--- src/scd_regs.svh ---
// constants of the 8b/10b serdes datapath: register map, codes, counts
// assumes one bit time per pclk cycle, 20 bit times per word
`ifndef SCD_REGS_SVH
`define SCD_REGS_SVH
`define SCD_WORD_BITS 20
`define SCD_RX_LAT_MIN 76
`define SCD_RX_LAT_MAX 107
`define SCD_PHASE_LAST 5'h13
`define SCD_PHASE_HALF 5'h0A
`define SCD_COMMA 7'h7C
`define SCD_PRBS_SEED 7'h7F
`define SCD_K_ERR 8'h00
`define SCD_K_LOS 8'hFF
`define SCD_K28_6B 6'h0F
`define SCD_LOS_BITS 8'h14
`define SCD_REG_CTRL 12'h000
`define SCD_REG_STAT 12'h004
`define SCD_CTRL_PRBS 0
`define SCD_STAT_ALIGNED 0
`define SCD_STAT_LOS 1
`define SCD_STAT_PRBS_ERR 2
`define SCD_STAT_DEC_ERR 3
`endif

--- src/scd_pkg.sv ---
// shared types of the 8b/10b serdes datapath
// assumes nothing of its surroundings
package scd_pkg;
   typedef logic [9:0] scd_sym_t;
   typedef logic [19:0] scd_word_t;
   typedef logic [4:0] scd_phase_t;
   typedef logic [17:0] scd_rxw_t;
endpackage

--- src/scd_codec.sv ---
// one lane of 8b/10b: combinational encoder and decoder with disparity in/out
// assumes symbol bit 0 is the first bit on the line (bit a)
`timescale 1ns/1ps
`include "scd_regs.svh"
module scd_codec
   import scd_pkg::*;
(
   input wire logic [7:0] enc_byte, // byte to encode
   input wire logic enc_k, // encode as control character
   input wire logic enc_rd_in, // running disparity in, 1 = positive
   output scd_sym_t enc_code, // encoded symbol
   output logic enc_rd_out, // running disparity out
   input wire scd_sym_t dec_code, // symbol to decode
   input wire logic dec_rd_in, // running disparity in
   output logic [7:0] dec_byte, // decoded byte or error code
   output logic dec_k, // control character or error
   output logic dec_err, // symbol invalid
   output logic dec_rd_out // running disparity out
);
   // 6b codes, written a first, negative disparity column
   function automatic logic [5:0] tbl6(input logic [4:0] x);
      case (x)
         5'h00: tbl6 = 6'h27;  5'h01: tbl6 = 6'h1D;  5'h02: tbl6 = 6'h2D;  5'h03: tbl6 = 6'h31;
         5'h04: tbl6 = 6'h35;  5'h05: tbl6 = 6'h29;  5'h06: tbl6 = 6'h19;  5'h07: tbl6 = 6'h38;
         5'h08: tbl6 = 6'h39;  5'h09: tbl6 = 6'h25;  5'h0A: tbl6 = 6'h15;  5'h0B: tbl6 = 6'h34;
         5'h0C: tbl6 = 6'h0D;  5'h0D: tbl6 = 6'h2C;  5'h0E: tbl6 = 6'h1C;  5'h0F: tbl6 = 6'h17;
         5'h10: tbl6 = 6'h1B;  5'h11: tbl6 = 6'h23;  5'h12: tbl6 = 6'h13;  5'h13: tbl6 = 6'h32;
         5'h14: tbl6 = 6'h0B;  5'h15: tbl6 = 6'h2A;  5'h16: tbl6 = 6'h1A;  5'h17: tbl6 = 6'h3A;
         5'h18: tbl6 = 6'h33;  5'h19: tbl6 = 6'h26;  5'h1A: tbl6 = 6'h16;  5'h1B: tbl6 = 6'h36;
         5'h1C: tbl6 = 6'h0E;  5'h1D: tbl6 = 6'h2E;  5'h1E: tbl6 = 6'h1E;
         default: tbl6 = 6'h2B;
      endcase
   endfunction

   function automatic logic [3:0] tbl4(input logic [2:0] y);
      case (y)
         3'h0: tbl4 = 4'hB;  3'h1: tbl4 = 4'h9;  3'h2: tbl4 = 4'h5;  3'h3: tbl4 = 4'hC;
         3'h4: tbl4 = 4'hD;  3'h5: tbl4 = 4'hA;  3'h6: tbl4 = 4'h6;
         default: tbl4 = 4'hE;
      endcase
   endfunction

   // data values that take the alternate x.7 code at each disparity
   function automatic logic alt7_ok(input logic [4:0] x, input logic rd);
      alt7_ok = rd ? (x == 5'h0B || x == 5'h0D || x == 5'h0E)
                   : (x == 5'h11 || x == 5'h12 || x == 5'h14);
   endfunction

   function automatic logic k7_ok(input logic [4:0] x);
      k7_ok = x == 5'h17 || x == 5'h1B || x == 5'h1D || x == 5'h1E;
   endfunction

   always_comb begin
      logic [5:0] c6;
      logic [3:0] c4;
      logic k28, unb6, unb4, rd_mid, a7;
      k28 = enc_k && enc_byte[4:0] == 5'h1C;
      c6 = k28 ? `SCD_K28_6B : tbl6(enc_byte[4:0]);
      unb6 = $countones(c6) != 3;
      if (enc_rd_in && (unb6 || (enc_byte[4:0] == 5'h07 && !k28))) c6 = ~c6;
      rd_mid = unb6 ? !enc_rd_in : enc_rd_in;
      a7 = enc_byte[7:5] == 3'h7 && (enc_k || alt7_ok(enc_byte[4:0], rd_mid));
      c4 = a7 ? 4'h7 : tbl4(enc_byte[7:5]);
      unb4 = $countones(c4) != 2;
      if (rd_mid && (unb4 || enc_byte[7:5] == 3'h3)) c4 = ~c4;
      // comma family flips balanced tails at negative disparity
      else if (k28 && !unb4 && enc_byte[7:5] != 3'h3 && !rd_mid) c4 = ~c4;
      enc_code = {<<{c6, c4}};
      enc_rd_out = unb4 ? !rd_mid : rd_mid;
   end

   always_comb begin
      logic [9:0] w;
      logic [5:0] t6;
      logic [3:0] t4, d4;
      logic [4:0] x;
      logic [2:0] y;
      logic hit6, hit4, k28, a7, rd_mid;
      w = {<<{dec_code}};
      t6 = '0;
      t4 = '0;
      x = '0;
      y = '0;
      hit6 = 1'b0;
      hit4 = 1'b0;
      a7 = 1'b0;
      // expected codes depend on disparity, so a wrong-disparity symbol misses
      k28 = w[9:4] == (dec_rd_in ? ~`SCD_K28_6B : `SCD_K28_6B);
      for (int i = 0; i < 32; i++) begin
         t6 = tbl6(5'(i));
         if (dec_rd_in && ($countones(t6) != 3 || i == 7)) t6 = ~t6;
         if (w[9:4] == t6) begin
            hit6 = 1'b1;
            x = 5'(i);
         end
      end
      if (k28) begin
         hit6 = 1'b1;
         x = 5'h1C;
      end
      rd_mid = $countones(w[9:4]) == 4 ? 1'b1 : $countones(w[9:4]) == 2 ? 1'b0 : dec_rd_in;
      d4 = w[3:0];
      if (k28 && !rd_mid && $countones(d4) == 2 && d4 != 4'hC && d4 != 4'h3) d4 = ~d4;
      for (int j = 0; j < 8; j++) begin
         t4 = tbl4(3'(j));
         if (rd_mid && ($countones(t4) != 2 || j == 3)) t4 = ~t4;
         if (d4 == t4) begin
            hit4 = 1'b1;
            y = 3'(j);
         end
      end
      if (w[3:0] == (rd_mid ? 4'h8 : 4'h7)) begin
         hit4 = 1'b1;
         y = 3'h7;
         a7 = 1'b1;
      end
      dec_k = k28 || (a7 && k7_ok(x));
      dec_err = !hit6 || !hit4 || (a7 && !dec_k && !alt7_ok(x, rd_mid));
      dec_byte = dec_err ? `SCD_K_ERR : {y, x};
      dec_k = dec_k || dec_err;
      dec_rd_out = $countones(w[3:0]) == 3 ? 1'b1 : $countones(w[3:0]) == 1 ? 1'b0 : rd_mid;
   end
endmodule // scd_codec

--- src/scd_datapath.sv ---
// 16-bit 8b/10b serdes datapath: encode, serialize, deserialize, align, decode
// assumes one line bit per pclk; serial inputs synchronous to pclk; APB3 slave
// How it works
// - split word into two bytes, disparity chained low to high
// - k flag per byte selects control character
// - encoders keep running disparity for dc balance
// - prbs mode loads 2^7-1 sequence into serializer
// - prbs mode ignores parallel data and flags
// - 20-bit word shifted out bit 0 first
// - align to two symbols, decode, word out
// - receive outputs valid on word clock rise
// - receive latency 76 to 107 bits, fixed
// - only the 0011111 comma aligns
// - comma symbol lands in the low byte
// - receive k flags mark control characters
// - only K28.x and four x.7 controls valid
// - bad byte becomes K0.0, other byte untouched
// - lost signal gives K31.7 on both bytes
// - word clock is bit rate/20, low in reset
// - transmit word taken on word clock rise
// - prbs mode checks receive, low-byte flag shows pass
`timescale 1ns/1ps
`include "scd_regs.svh"
module scd_datapath
   import scd_pkg::*;
#(
   parameter int RX_PIPE_WORDS = (`SCD_RX_LAT_MIN + `SCD_WORD_BITS - 1) / `SCD_WORD_BITS - 1,
   parameter logic [7:0] LOS_BITS = `SCD_LOS_BITS
)(
   input wire logic pclk, // bit clock, 40 MHz
   input wire logic presetn, // async reset, active low
   input wire logic [11:0] paddr, // apb byte address
   input wire logic psel, // apb select
   input wire logic penable, // apb access phase
   input wire logic pwrite, // apb write
   input wire logic [31:0] pwdata, // apb write data
   output logic [31:0] prdata, // apb read data
   output logic pready, // apb ready
   output logic pslverr, // apb error on unmapped address
   input wire logic [15:0] tx_data, // transmit word
   input wire logic tx_k_lo, // low byte is control
   input wire logic tx_k_hi, // high byte is control
   output logic tx_word_clock, // transmit word clock
   output logic serial_out_p, // serial line, true
   output logic serial_out_n, // serial line, complement
   input wire logic serial_in_p, // serial input, true
   input wire logic serial_in_n, // serial input, complement
   output logic [15:0] rx_data, // received word
   output logic rx_k_lo, // low byte control, or item_a
   output logic rx_k_hi, // high byte control
   output logic rx_word_clock // recovered word clock
);
   localparam int LAST = RX_PIPE_WORDS - 1;

   function automatic logic reg_mapped(input logic [11:0] a);
      reg_mapped = a == `SCD_REG_CTRL || a == `SCD_REG_STAT;
   endfunction

   logic prbs_enable, aligned, los, prbs_err_st, dec_err_st;
   scd_phase_t tx_phase, next_tx_phase, rx_phase, next_rx_phase;
   logic tx_ld, tx_rd, rx_rd, rx_cap, comma, bit_err, word_err, item_a;
   logic [15:0] tx_q;
   logic [1:0] tx_kq;
   scd_word_t tx_word, prbs_word, ser, rx_sr;
   logic [6:0] prbs_state, next_prbs_state;
   logic [7:0] los_cnt;
   // nets, since each bit has its own driver: lane ports and the chain entry
   wire logic [2:0] enc_rd, dec_rd;
   scd_sym_t enc_code [2];
   logic [7:0] dec_byte [2];
   wire logic [1:0] dec_k, dec_err;
   scd_rxw_t rx_pipe [RX_PIPE_WORDS];

   // two lanes, disparity chained low then high
   generate
      for (genvar g = 0; g < 2; g++) begin : g_lane
         scd_codec u_codec (
            .enc_byte(tx_q[8*g +: 8]),
            .enc_k(tx_kq[g]),
            .enc_rd_in(enc_rd[g]),
            .enc_code(enc_code[g]),
            .enc_rd_out(enc_rd[g+1]),
            .dec_code(rx_sr[10*g +: 10]),
            .dec_rd_in(dec_rd[g]),
            .dec_byte(dec_byte[g]),
            .dec_k(dec_k[g]),
            .dec_err(dec_err[g]),
            .dec_rd_out(dec_rd[g+1])
         );
      end
   endgenerate
   assign enc_rd[0] = tx_rd;
   assign dec_rd[0] = rx_rd;

   // transmit word timing
   assign tx_ld = tx_phase == `SCD_PHASE_LAST;
   assign next_tx_phase = tx_ld ? '0 : tx_phase + 5'h01;
   always_ff @(posedge pclk or negedge presetn) begin
      if (!presetn) begin
         tx_phase <= `SCD_PHASE_LAST;
         tx_word_clock <= 1'b0;
      end else begin
         tx_phase <= next_tx_phase;
         tx_word_clock <= next_tx_phase < `SCD_PHASE_HALF;
      end
   end

   always_ff @(posedge pclk or negedge presetn) begin
      if (!presetn) begin
         tx_q <= '0;
         tx_kq <= '0;
      end else if (tx_ld) begin
         tx_q <= tx_data;
         tx_kq <= {tx_k_hi, tx_k_lo};
      end
   end

   always_comb begin
      logic [6:0] s;
      s = prbs_state;
      prbs_word = '0;
      for (int i = 0; i < `SCD_WORD_BITS; i++) begin
         prbs_word[i] = s[6] ^ s[5];
         s = {s[5:0], prbs_word[i]};
      end
      next_prbs_state = s;
   end

   // parallel input bypassed in prbs mode
   assign tx_word = prbs_enable ? prbs_word : {enc_code[1], enc_code[0]};

   always_ff @(posedge pclk or negedge presetn) begin
      if (!presetn) begin
         prbs_state <= `SCD_PRBS_SEED;
         tx_rd <= 1'b0;
      end else if (tx_ld) begin
         if (prbs_enable) prbs_state <= next_prbs_state;
         else tx_rd <= enc_rd[2];
      end
   end

   // shift out bit 0 first, one bit per clock
   always_ff @(posedge pclk or negedge presetn) begin
      if (!presetn) begin
         ser <= '0;
         serial_out_p <= 1'b0;
         serial_out_n <= 1'b1;
      end else if (tx_ld) begin
         ser <= {1'b0, tx_word[19:1]};
         serial_out_p <= tx_word[0];
         serial_out_n <= !tx_word[0];
      end else begin
         ser <= {1'b0, ser[19:1]};
         serial_out_p <= ser[0];
         serial_out_n <= !ser[0];
      end
   end

   // input already retimed to pclk; equal legs count as no signal
   always_ff @(posedge pclk or negedge presetn) begin
      if (!presetn) begin
         rx_sr <= '0;
         los_cnt <= '0;
         los <= 1'b1;
      end else begin
         rx_sr <= {serial_in_p, rx_sr[19:1]};
         if (serial_in_p != serial_in_n) los_cnt <= '0;
         else if (los_cnt != LOS_BITS) los_cnt <= los_cnt + 8'h01;
         los <= los_cnt == LOS_BITS;
      end
   end

   // one comma polarity only, oldest bits first
   assign comma = rx_sr[6:0] == `SCD_COMMA && !los;
   // boundary moves only when a comma is seen elsewhere
   assign rx_cap = rx_phase == `SCD_PHASE_LAST || comma;
   assign next_rx_phase = rx_cap ? '0 : rx_phase + 5'h01;

   // word clock = bits/20, low in reset
   always_ff @(posedge pclk or negedge presetn) begin
      if (!presetn) begin
         rx_phase <= '0;
         rx_word_clock <= 1'b0;
         aligned <= 1'b0;
      end else begin
         rx_phase <= next_rx_phase;
         rx_word_clock <= next_rx_phase >= `SCD_PHASE_HALF;
         if (comma) aligned <= 1'b1;
         else if (los) aligned <= 1'b0;
      end
   end

   assign bit_err = rx_sr[19] != (rx_sr[13] ^ rx_sr[12]);
   assign item_a = !(word_err || bit_err || los);

   always_ff @(posedge pclk or negedge presetn) begin
      if (!presetn) begin
         rx_rd <= 1'b0;
         word_err <= 1'b0;
         for (int i = 0; i < RX_PIPE_WORDS; i++) rx_pipe[i] <= '0;
      end else begin
         word_err <= rx_cap ? 1'b0 : word_err || bit_err;
         if (rx_cap) begin
            rx_rd <= dec_rd[2];
            // lost signal forces the invalid control on both bytes
            if (los) rx_pipe[0] <= {2'b11, `SCD_K_LOS, `SCD_K_LOS};
            // comma symbol in low byte, per-byte flags
            else rx_pipe[0] <= {dec_k[1], dec_k[0], dec_byte[1], dec_byte[0]};
            // fixed pipe of whole words sets latency
            for (int i = 1; i < RX_PIPE_WORDS; i++) rx_pipe[i] <= rx_pipe[i-1];
         end
      end
   end

   // outputs change while word clock is low
   always_ff @(posedge pclk or negedge presetn) begin
      if (!presetn) begin
         rx_data <= '0;
         rx_k_lo <= 1'b0;
         rx_k_hi <= 1'b0;
      end else if (rx_cap) begin
         rx_data <= rx_pipe[LAST][15:0];
         rx_k_hi <= rx_pipe[LAST][17];
         rx_k_lo <= prbs_enable ? item_a : rx_pipe[LAST][16];
      end
   end

   // apb slave, zero wait states, registered answer
   always_ff @(posedge pclk or negedge presetn) begin
      if (!presetn) begin
         pready <= 1'b0;
         pslverr <= 1'b0;
         prdata <= '0;
      end else begin
         pready <= psel && !penable;
         pslverr <= psel && !penable && !reg_mapped(paddr);
         if (psel && !penable && !pwrite && paddr == `SCD_REG_CTRL)
            prdata <= 32'({prbs_enable});
         else if (psel && !penable && !pwrite && paddr == `SCD_REG_STAT)
            prdata <= 32'({dec_err_st, prbs_err_st, los, aligned});
         else if (psel && !penable)
            prdata <= '0;
      end
   end

   // sticky errors: hardware set beats software clear
   always_ff @(posedge pclk or negedge presetn) begin
      if (!presetn) begin
         prbs_enable <= 1'b0;
         prbs_err_st <= 1'b0;
         dec_err_st <= 1'b0;
      end else begin
         if (psel && penable && pready && pwrite && paddr == `SCD_REG_CTRL)
            prbs_enable <= pwdata[`SCD_CTRL_PRBS];
         if (prbs_enable && rx_cap && !item_a) prbs_err_st <= 1'b1;
         else if (psel && penable && pready && pwrite && paddr == `SCD_REG_STAT
                  && pwdata[`SCD_STAT_PRBS_ERR]) prbs_err_st <= 1'b0;
         if (!prbs_enable && rx_cap && !los && |dec_err) dec_err_st <= 1'b1;
         else if (psel && penable && pready && pwrite && paddr == `SCD_REG_STAT
                  && pwdata[`SCD_STAT_DEC_ERR]) dec_err_st <= 1'b0;
      end
   end
endmodule // scd_datapath

--- config.mk ---
export PLATFORM = sky130hd
export DESIGN_NAME = scd_datapath
export DESIGN_NICKNAME = d
export VERILOG_FILES = /design/src/scd_pkg.sv /design/src/scd_codec.sv /design/src/scd_datapath.sv
export VERILOG_INCLUDE_DIRS = /design/src
export SDC_FILE = /design/constraint.sdc
export NUM_CORES = 1
export LEC_CHECK = 0
export BUFFER_PORTS_ARGS = -buffer_cell sky130_fd_sc_hd__buf_2
export CORE_ASPECT_RATIO = 1.5
export CORE_MARGIN = 2
export CORE_UTILIZATION = 30
export DETAILED_ROUTE_END_ITERATION = 10
export GPL_TIMING_DRIVEN = 0
export HOLD_SLACK_MARGIN = 0.06
export PLACE_DENSITY = 0.46
export SLEW_MARGIN = 20
export SYNTH_ARGS = -nofsm -noshare
export SYNTH_HDL_FRONTEND = slang
export SYNTH_SLANG_ARGS = --single-unit
--- constraint.sdc ---
create_clock -name pclk -period 11.9 [get_ports pclk]
set_input_delay 0.595 -clock pclk [delete_from_list [all_inputs] [get_ports pclk]]
set_output_delay 0.595 -clock pclk [all_outputs]
set_load 0.005 [all_outputs]
Word level (Yosys, flattened, before mapping)
Memories as Yosys holds them, arrays and structs flattened.
Index checks and enable logic that the tools add are counted.

word-level totals
  memories kept = 2
  word-level logic and storage cells = 641
  bits in read-only memories = 384
  output and inout port bits = 56
  flip-flop bits (word level) = 201
  input port bits = 69

cells by class
  add/subtract/negate cells = 35
  multiplexer cells = 258
  magnitude comparators = 2
  reductions and logical operators = 125
  bitwise operators = 28
  eq/ne operators = 162

memory list
  memory           words  bits a word  read ports  clocked after memory_dff  write ports  line             RTL
  (no name shown)  32     6            1           0                         0            scd_codec.sv:22  case (x)
  (no name shown)  32     6            1           0                         0            scd_codec.sv:22

operators with widths
  kind                 number
  $mux 5               64
  $mux 6               34
  $add 32x32->32       6
  $eq 32x3->1 const B  6
  $eq 6x6->1           30
  $ne 32x3->1 const B  4
  $eq 5x5->1 const B   24
  $mux 1               116
  $eq 6x6->1 const B   18
  $mux 32              3
  $eq 6x5->1 const B   12
  $mux 4               18
  $add 2x32->32        2
  $add 32x2->32        2
  $eq 32x2->1 const B  2
  $eq 32x4->1 const B  2
  $eq 5x4->1 const B   12
  $pmux 4 s7           2
  $logic_and 1x1->1    48
  $mux 3               14
  $add 1x1->2          20
  $eq 4x4->1           10
  $logic_or 1x1->1     40
  $eq 6x4->1 const B   6
  34 further kinds     115

Longest topological paths before layout
Gate-level depths: netlist of run 1.

  depth in word-level cells = 55
  mapped depth = 41

Modules after synthesis
From an unflattened synthesis of run 1, not the netlist that was laid out.

unflattened totals
  cell total of the unflattened synthesis = 1427
  area total of the unflattened synthesis = 13007.5 um^2

by module, submodules not included
  module                          area each (um^2)  times used  sequential area each (um^2)  cells each
  scd_datapath                    7448.4            1           4319.1                       625
  scd_codec at g_lane[0].u_codec  2824.0            1           0.0                          404
  scd_codec at g_lane[1].u_codec  2735.1            1           0.0                          398

Least setup slack after synthesis of run 1
No wires, ideal clock.

  path type = register to register
  start = register tx_q[0]
  end = register ser[18]
  cell stages (with the launch flop) = 41
  setup slack = 3.529 ns
  period minus slack after synthesis = 8.371 ns
  arrival = 8.277 ns
  setup time = 0.094 ns
  data required time = 11.806 ns
  cell sequence = dfrtp_1 inv_1 ha_1 clkbuf_1 nand4_1 nand2_1 nor2_1 a21oi_1 nor2_1 a211o_1 ha_1 fa_1 ha_1 nor4bb_1 xnor2_1 nand4_1 o21ai_0 o21ai_0 (+5 left out) nor3b_1 xor2_1 xor2_1 mux2_2 o21ai_1 mux2_2 a21oi_1 ha_1 ha_1 inv_1 fa_1 nor3b_1 o21ai_0 nor3_1 a21o_1 xor2_1 nor2_1 a211oi_1

between the ends
  longest elaborated chain between the ends = 33

ends and longest elaborated chain
  element                                                  line                 RTL
  start: declaration                                       scd_datapath.sv:62   logic [15:0] tx_q;
  start signal: assignment                                 scd_datapath.sv:113  tx_q <= tx_data;
  branches (longest 15 deep; another with $add 32x32->32)  n/a
  $mux 1 *                                                 scd_codec.sv:69      enc_rd_out = unb4 ? !rd_mid : rd_mid;
  $logic_not 1->1                                          scd_codec.sv:61      rd_mid = unb6 ? !enc_rd_in : enc_rd_in;
  $mux 1 *                                                 scd_codec.sv:61
  $mux 1                                                   scd_codec.sv:45      alt7_ok = rd ? (x == 5'h0B || x == 5'h0D || x == 5'h0E)
  $logic_or 1x1->1                                         scd_codec.sv:62      a7 = enc_byte[7:5] == 3'h7 && (enc_k || alt7_ok(enc_byte[4:0], rd_mid));
  $logic_and 1x1->1                                        scd_codec.sv:62
  $mux 4                                                   scd_codec.sv:63      c4 = a7 ? 4'h7 : tbl4(enc_byte[7:5]);
  $add 1x1->2 (implied by the code)                        scd_codec.sv:64      unb4 = $countones(c4) != 2;
  $add 32x32->32 (implied by the code)                     scd_codec.sv:64
  $ne 32x3->1                                              scd_codec.sv:64
  $logic_not 1->1                                          scd_codec.sv:67      else if (k28 && !unb4 && enc_byte[7:5] != 3'h3 && !rd_mid) c4 = ~c4;
  $logic_and 1x1->1 (3 in a row)                           scd_codec.sv:67
  $mux 4                                                   scd_codec.sv:67
  $mux 4 *                                                 scd_codec.sv:65      if (rd_mid && (unb4 || enc_byte[7:5] == 3'h3)) c4 = ~c4;
  $mux 20 *                                                scd_datapath.sv:130  assign tx_word = prbs_enable ? prbs_word : {enc_code[1], enc_code[0]};
  $mux 19 *                                                scd_datapath.sv:148  end else if (tx_ld) begin
  end signal: assignment                                   scd_datapath.sv:149  ser <= {1'b0, tx_word[19:1]};
  end signal: assignment                                   scd_datapath.sv:153  ser <= {1'b0, ser[19:1]};
  end: declaration                                         scd_datapath.sv:64   scd_word_t tx_word, prbs_word, ser, rx_sr;

Every way passes the cells marked *.
A chain may end at the register's enable or synchronous reset.

Final worst setup path of run 1
Same ends and word-level chain as after synthesis.

==> metrics.cfg, run 1 <==
[setup_path]
cp.arrival_ps=10100
critPathSlowestCell=nor4bb_1
endpoint_kind=flop
cp_num_buf_inv=4
worst_setup_path_start_kind=flop
r2r-start=tx_q[0]
path_delay_family=adder cells
worstSetupPathType=reg -> reg
critical_path.startpoint=tx_q[0]
crit_cells=40
reg2reg_slack_ps=2150
path_common_cell=ha_1
crit_fanout=8
r2r_end=ser[18]
slowest_delay_ps=480
ff2ff_path_depth=40
required_ps=12250
crit_end=ser[18]

[timing]
relSlewSlack_pct=36.80
skew_ps=13.37
rsz0062_at_grt=no
slew_violations=0
whs_ps=145.8
period_share_pct=81.94
setup_viol=0
fin_crit_ps=9751
fmax_ghz=0.1026
hold_viol_final=0
tns_ps=0
fin_ws_ps=2149
worst_slew_pin_slew_ps=946.1

[synth]
synth-async-reset-ratio_pct=100.0
yosys-top-cells-count=313 x nand2_1, 160 x dfrtp_1, 116 x nor2_1
avgSynthCellArea_um2=8.159
synth-seq-cells=172
synth_most_common_cell=nand2_1
synth_top_area_share_pct=32.67
synth.distinct_cells=98
yosys_warnings=0
synth_edf_count=0
synth-seq-area-share_pct=35.25
netlist.top_cell.by_area=dfrtp_1
synth_area_um2=12250
synthCells=1502
ys_top_cells_by_area=dfrtp_1 33%, nand2_1 9.6%, ha_1 4.7%
synth_ff_type=dfrtp_1

[grt]
grt_pass1_vias=11060
grt_max_degree=88
overflow=0
antenna_found_initial=0
track_usage_pct=17.10
grt_pass1_wl_um=58420

[cells_and_area]
fin_area_um2=14000
n_antenna_cell=0
nets=1747
drive_gt1_share_pct=11.77
area_growth_pct=14.28

[clock_tree]
root_buffer=clkbuf_16
htree_levels=4
cts.sinks=172
clk_pin_slew_ps=80
clk_path_buf_depth=2
post_cts_buffers=0
cts_tree=yes
cts-resized-gates=0
cts_buffers=17
clk_latency_ps=450
holdBufCountCts=0

[route]
wl_met1_um=14300
highest_layer=met4
postRouteAntennaNets=0
dr.first_iter.drc_count=682
num_vias=11270
wl_per_cell_um=17.02
dr.pass1.iters=5
drt_wl_total_um=36360
wl_met2_um=18940
met3_length_um=1355
drt-vias-per-instance=5.274
drc_errors=0

[placement]
pre_cts_ws_ps=2071
gp_congestion=0.9141
port_buffers=67
dpl.hpwl_um=27970
dpl_cell_area_um2=13400

[die]
io_pins=125
die_h_um=251.5
fp-row-count=90
die_w_um=169.0
coreArea_um2=40310
die-area_um2=42510
initial_core_util_pct=30.40

[power]
total_leakage_power_nw=6.259
totalPowerFinal_w=0.002184
powerDensity_nw_per_um2=155.9
peakVddDrop_uv=108.0

[outcome]
status=finished, final reports clean

[run]
cap_violations=0

[worst_hold_path]
worstHoldPathType=in -> async

[stage by stage]
stage / utilization [%] / instances
5_1_grt: 34.74 / 2137
6_report: 34.74 / 2137
2_1_floorplan: - / 1529
4_1_cts: 34.74 / 2137
3_3_place_gp: 33.05 / 2102
3_5_place_dp: 33.25 / 2105
[sequential cells by signal (all words and copies together), names as in the netlist, 5 cells and up]
signal / flops
los_cnt: 8
prbs_state: 7
rx_data: 16
rx_phase: 5
rx_pipe: 54
rx_sr: 20
ser: 19
tx_phase: 5
tx_q: 16
[worst min-delay path by stage]
stage               cells after the start        to  slack, ps      from
floorplan                               0   aligned        300   presetn
global placement                        0  rx_sr[0]        370  rx_sr[1]
detailed placement                      0  rx_sr[0]        390  rx_sr[1]
CTS                                     2  rx_sr[1]        150   presetn
global route                            2  rx_sr[1]        170   presetn
finish                                  2  rx_sr[1]        150   presetn
[report_power, final]
group	total (W)	internal, W	switching, W	leakage [nW]
Clock	0.000575	0.000308	0.000266	0.285
Combinational	0.000822	0.000301	0.000520	3.82
Sequential	0.000787	0.000713	0.0000748	2.15
Total	0.00218	0.00132	0.000861	6.26
[layer usage]
metal	track usage, %	up-vias
li1	-	5447
met1	19.10	5389
met2	31.49	336
met4	9.035	0
met3	2.102	98
met5	0	-
[logic make-up after synthesis]
kind of cell	share of synthesized area, %
other	0.03060
AND/OR/NAND/NOR	23.73
adder cells (fa/ha/maj)	7.147
buffers and inverters	6.361
AO/OA/AOI/OAI	20.18
flip-flops	35.25
XOR/XNOR	5.646
multiplexers	1.664
[cells in the final DEF, fill, tap and decap left out, types with 10 or more instances in the layout]
cell type / instances
o22ai_1: 18
clkbuf_16: 17
o21ai_0: 87
dfstp_2: 12
clkbuf_1: 71
nand3_1: 46
nand2b_1: 22
ha_1: 46
a31oi_1: 17
xor2_1: 50
o21a_1: 11
nand2_1: 313
dfrtp_1: 160
fa_1: 14
o21ai_1: 13
conb_1: 28
inv_1: 56
nor3_1: 29
buf_2: 77
mux2_2: 11
xnor2_1: 29
nor2b_1: 17
a21oi_1: 69
a211oi_1: 13
buf_4: 30
nand4_1: 10
nor2_1: 116
[final cells by class]
class	instances	area (um2)
well taps	506	633.1
flip-flops and latches	172	4319
clock inverters	13	148.9
inverters	59	221.5
repair buffers	70	407.9
fillers	4282	26310
multi-input cells	1182	7263
clock buffers	19	452.9
plain buffers	116	558.0
Power figures use the tool's default switching activity.
==> run 2: changes to the inputs <==
==> constraint.sdc (replaced) <==
create_clock -name pclk -period 9.38 [get_ports pclk]
set_input_delay 0.469 -clock pclk [delete_from_list [all_inputs] [get_ports pclk]]
set_output_delay 0.469 -clock pclk [all_outputs]
set_load 0.005 [all_outputs]
==> run 2 against run 1 <==
  * Clock skew is essentially flat
  * First-iteration DRC count grew 1.9%
  * Cell count is essentially flat
  * Worst hold slack gained 36 ps
  * Combinational power grew 33%
  * Critical path type unchanged
  * Critical endpoint unchanged
  * Critical path depth shrank 1
==> metrics.cfg, run 2 (same netlist as run 1, synthesis figures left out) <==
[clock_tree]
root_buffer=clkbuf_16
clk_pin_slew_ps=70
clk_path_buf_depth=2
cts_buffers=17
cts_tree=yes
clk_latency_ps=450
htree_levels=4
cts.sinks=172

[cells_and_area]
top_regs=rx_pipe: 54 flops, rx_sr: 20 flops, ser: 19 flops
final_cell_mix=313 x nand2_1, 160 x dfrtp_1, 116 x nor2_1, 85 x o21ai_0, 77 x buf_2
drive_gt1_share_pct=12.61
final_common_cell=nand2_1
regMostFlops=rx_pipe
nets=1749
largest_register_ffs=54
area_growth_pct=15.07
n_antenna_cell=0

[setup_path]
slowest_delay_ps=450
reg2reg_slack_ps=710
ff2ff_path_depth=39
worst_setup_path_start_kind=flop
crit_fanout=8
endpoint_kind=flop
cp.arrival_ps=9020
required_ps=9730
critPathSlowestCell=dfrtp_1
path_common_cell=ha_1
worstSetupPathType=reg -> reg

[placement]
dpl.hpwl_um=27970
gp_congestion=0.9141
port_buffers=67

[die]
die_h_um=251.5
die-area_um2=42510
die_w_um=169.0
fp-row-count=90
io_pins=125
coreArea_um2=40310
initial_core_util_pct=30.40

[route]
drc_errors=0
dr.pass1.iters=5
dr.first_iter.drc_count=695
postRouteAntennaNets=0
wl_per_cell_um=17.10
num_vias=11290
drt-vias-per-instance=5.276
drt_wl_total_um=36570

[grt]
overflow=0
grt_pass1_vias=11100
grt_pass1_wl_um=58560
antenna_found_initial=0
track_usage_pct=17.14
grt_max_degree=88

[timing]
skew_ps=13.72
whs_ps=181.6
fin_crit_ps=8673
fmax_ghz=0.1153
relSlewSlack_pct=37.17
slew_violations=0
hold_viol_final=0
setup_viol=0
period_share_pct=92.46
worst_slew_pin_slew_ps=940.6

[run]
cap_violations=0

[power]
p_clk_share_pct=25.9
total_leakage_power_nw=6.293
totalPowerFinal_w=0.002820
power.switching_w=0.001109
cell_internal_pwr_w=0.001711
peakVddDrop_uv=136.7
pwr-share-comb_pct=38.7
seq_power_share_pct=35.4
swShare_pct=39.31
powerDensity_nw_per_um2=200.0

[worst_hold_path]
worstHoldPathType=in -> reg
holdPathStages=1

[outcome]
status=finished, final reports clean

run 2: changes by cell type in the layout (fill, tap and decap cells not counted), sizes merged:
cell	previous run	this run
dlygate4sd3	0	1
clkbuf	90	89
buf	115	117
run 2: metrics by stage:
| stage | cells | worst slack [ps] | utilization (%) | cell area (um2) | setup TNS, ps |
|---|---|---|---|---|---|
| after global routing | 2139 | -4.317 | 34.98 | 14100 | -4.317 |
| after detailed placement | 2105 | -449.4 | 33.25 | 13400 | -1723 |
| final | 2139 | 707.1 | 34.98 | 14100 | 0 |
| after CTS | 2138 | 102.6 | 34.88 | 14060 | 0 |
| after floorplan | 1529 | 1009 | - | 12360 | 0 |
| after global placement | 2102 | -380.6 | 33.05 | 13320 | -1440 |
run 2: path summary, 6_finish.rpt:
path,from,end
worst min register to register,rx_sr[1],rx_sr[0]
min in group asynchronous,presetn,rx_sr[1]
max in group asynchronous,presetn,los
worst max register to register,tx_q[0],ser[18]
worst max-delay path,tx_q[0],ser[18]
worst min-delay path,serial_in_p,rx_sr[19]
run 2: final cells by class:
| cell class | count | area (um2) |
|---|---|---|
| clock buffers | 19 | 452.9 |
| plain buffers | 115 | 556.8 |
| well taps | 506 | 633.1 |
| fillers | 4285 | 26210 |
| inverters | 59 | 221.5 |
| clock inverters | 13 | 148.9 |
| repair buffers | 73 | 432.9 |
| multi-input cells | 1182 | 7336 |
| flip-flops and latches | 172 | 4319 |
run 2: worst max-delay path: cells and delay by family, from the launching register on:
kind	cells	cell delay, ps
fa+ha+maj	10	3030
simple gates	10	1720
compound gates	10	1670
xor+xnor	4	900
mux	2	530
flops	1	450
buf+inv	3	270
run 2: power by group through the flow:
stage	combinational (W)	clock (W)	sequential, W
4_1_cts	0.00108	0.000754	0.00100
6_report	0.00109	0.000729	0.00100
5_1_grt	0.00123	0.000784	0.00102
3_3_place_gp	0.00104	0	0.00101
3_5_place_dp	0.00105	0	0.00102
2_1_floorplan	0.000754	0	0.000983
run 2: repair_timing:
item                                    in CTS  in global routing
resized for setup                            7                 12
pin swaps                                    0                  0
hold buffers                                 1                  0
endpoints found under the setup margin       4                  4
endpoints found under the hold margin       34                  0
buffers inserted                             0                  2
run 2: metal layers:
metal / track usage [%] / up-vias / part of all wire, %
li1: - / 5448 / -
met2: 31.53 / 326 / 52
met5: 0 / - / 0
met3: 2.133 / 102 / 3.5
met4: 9.109 / 0 / 4.9
met1: 19.13 / 5410 / 39
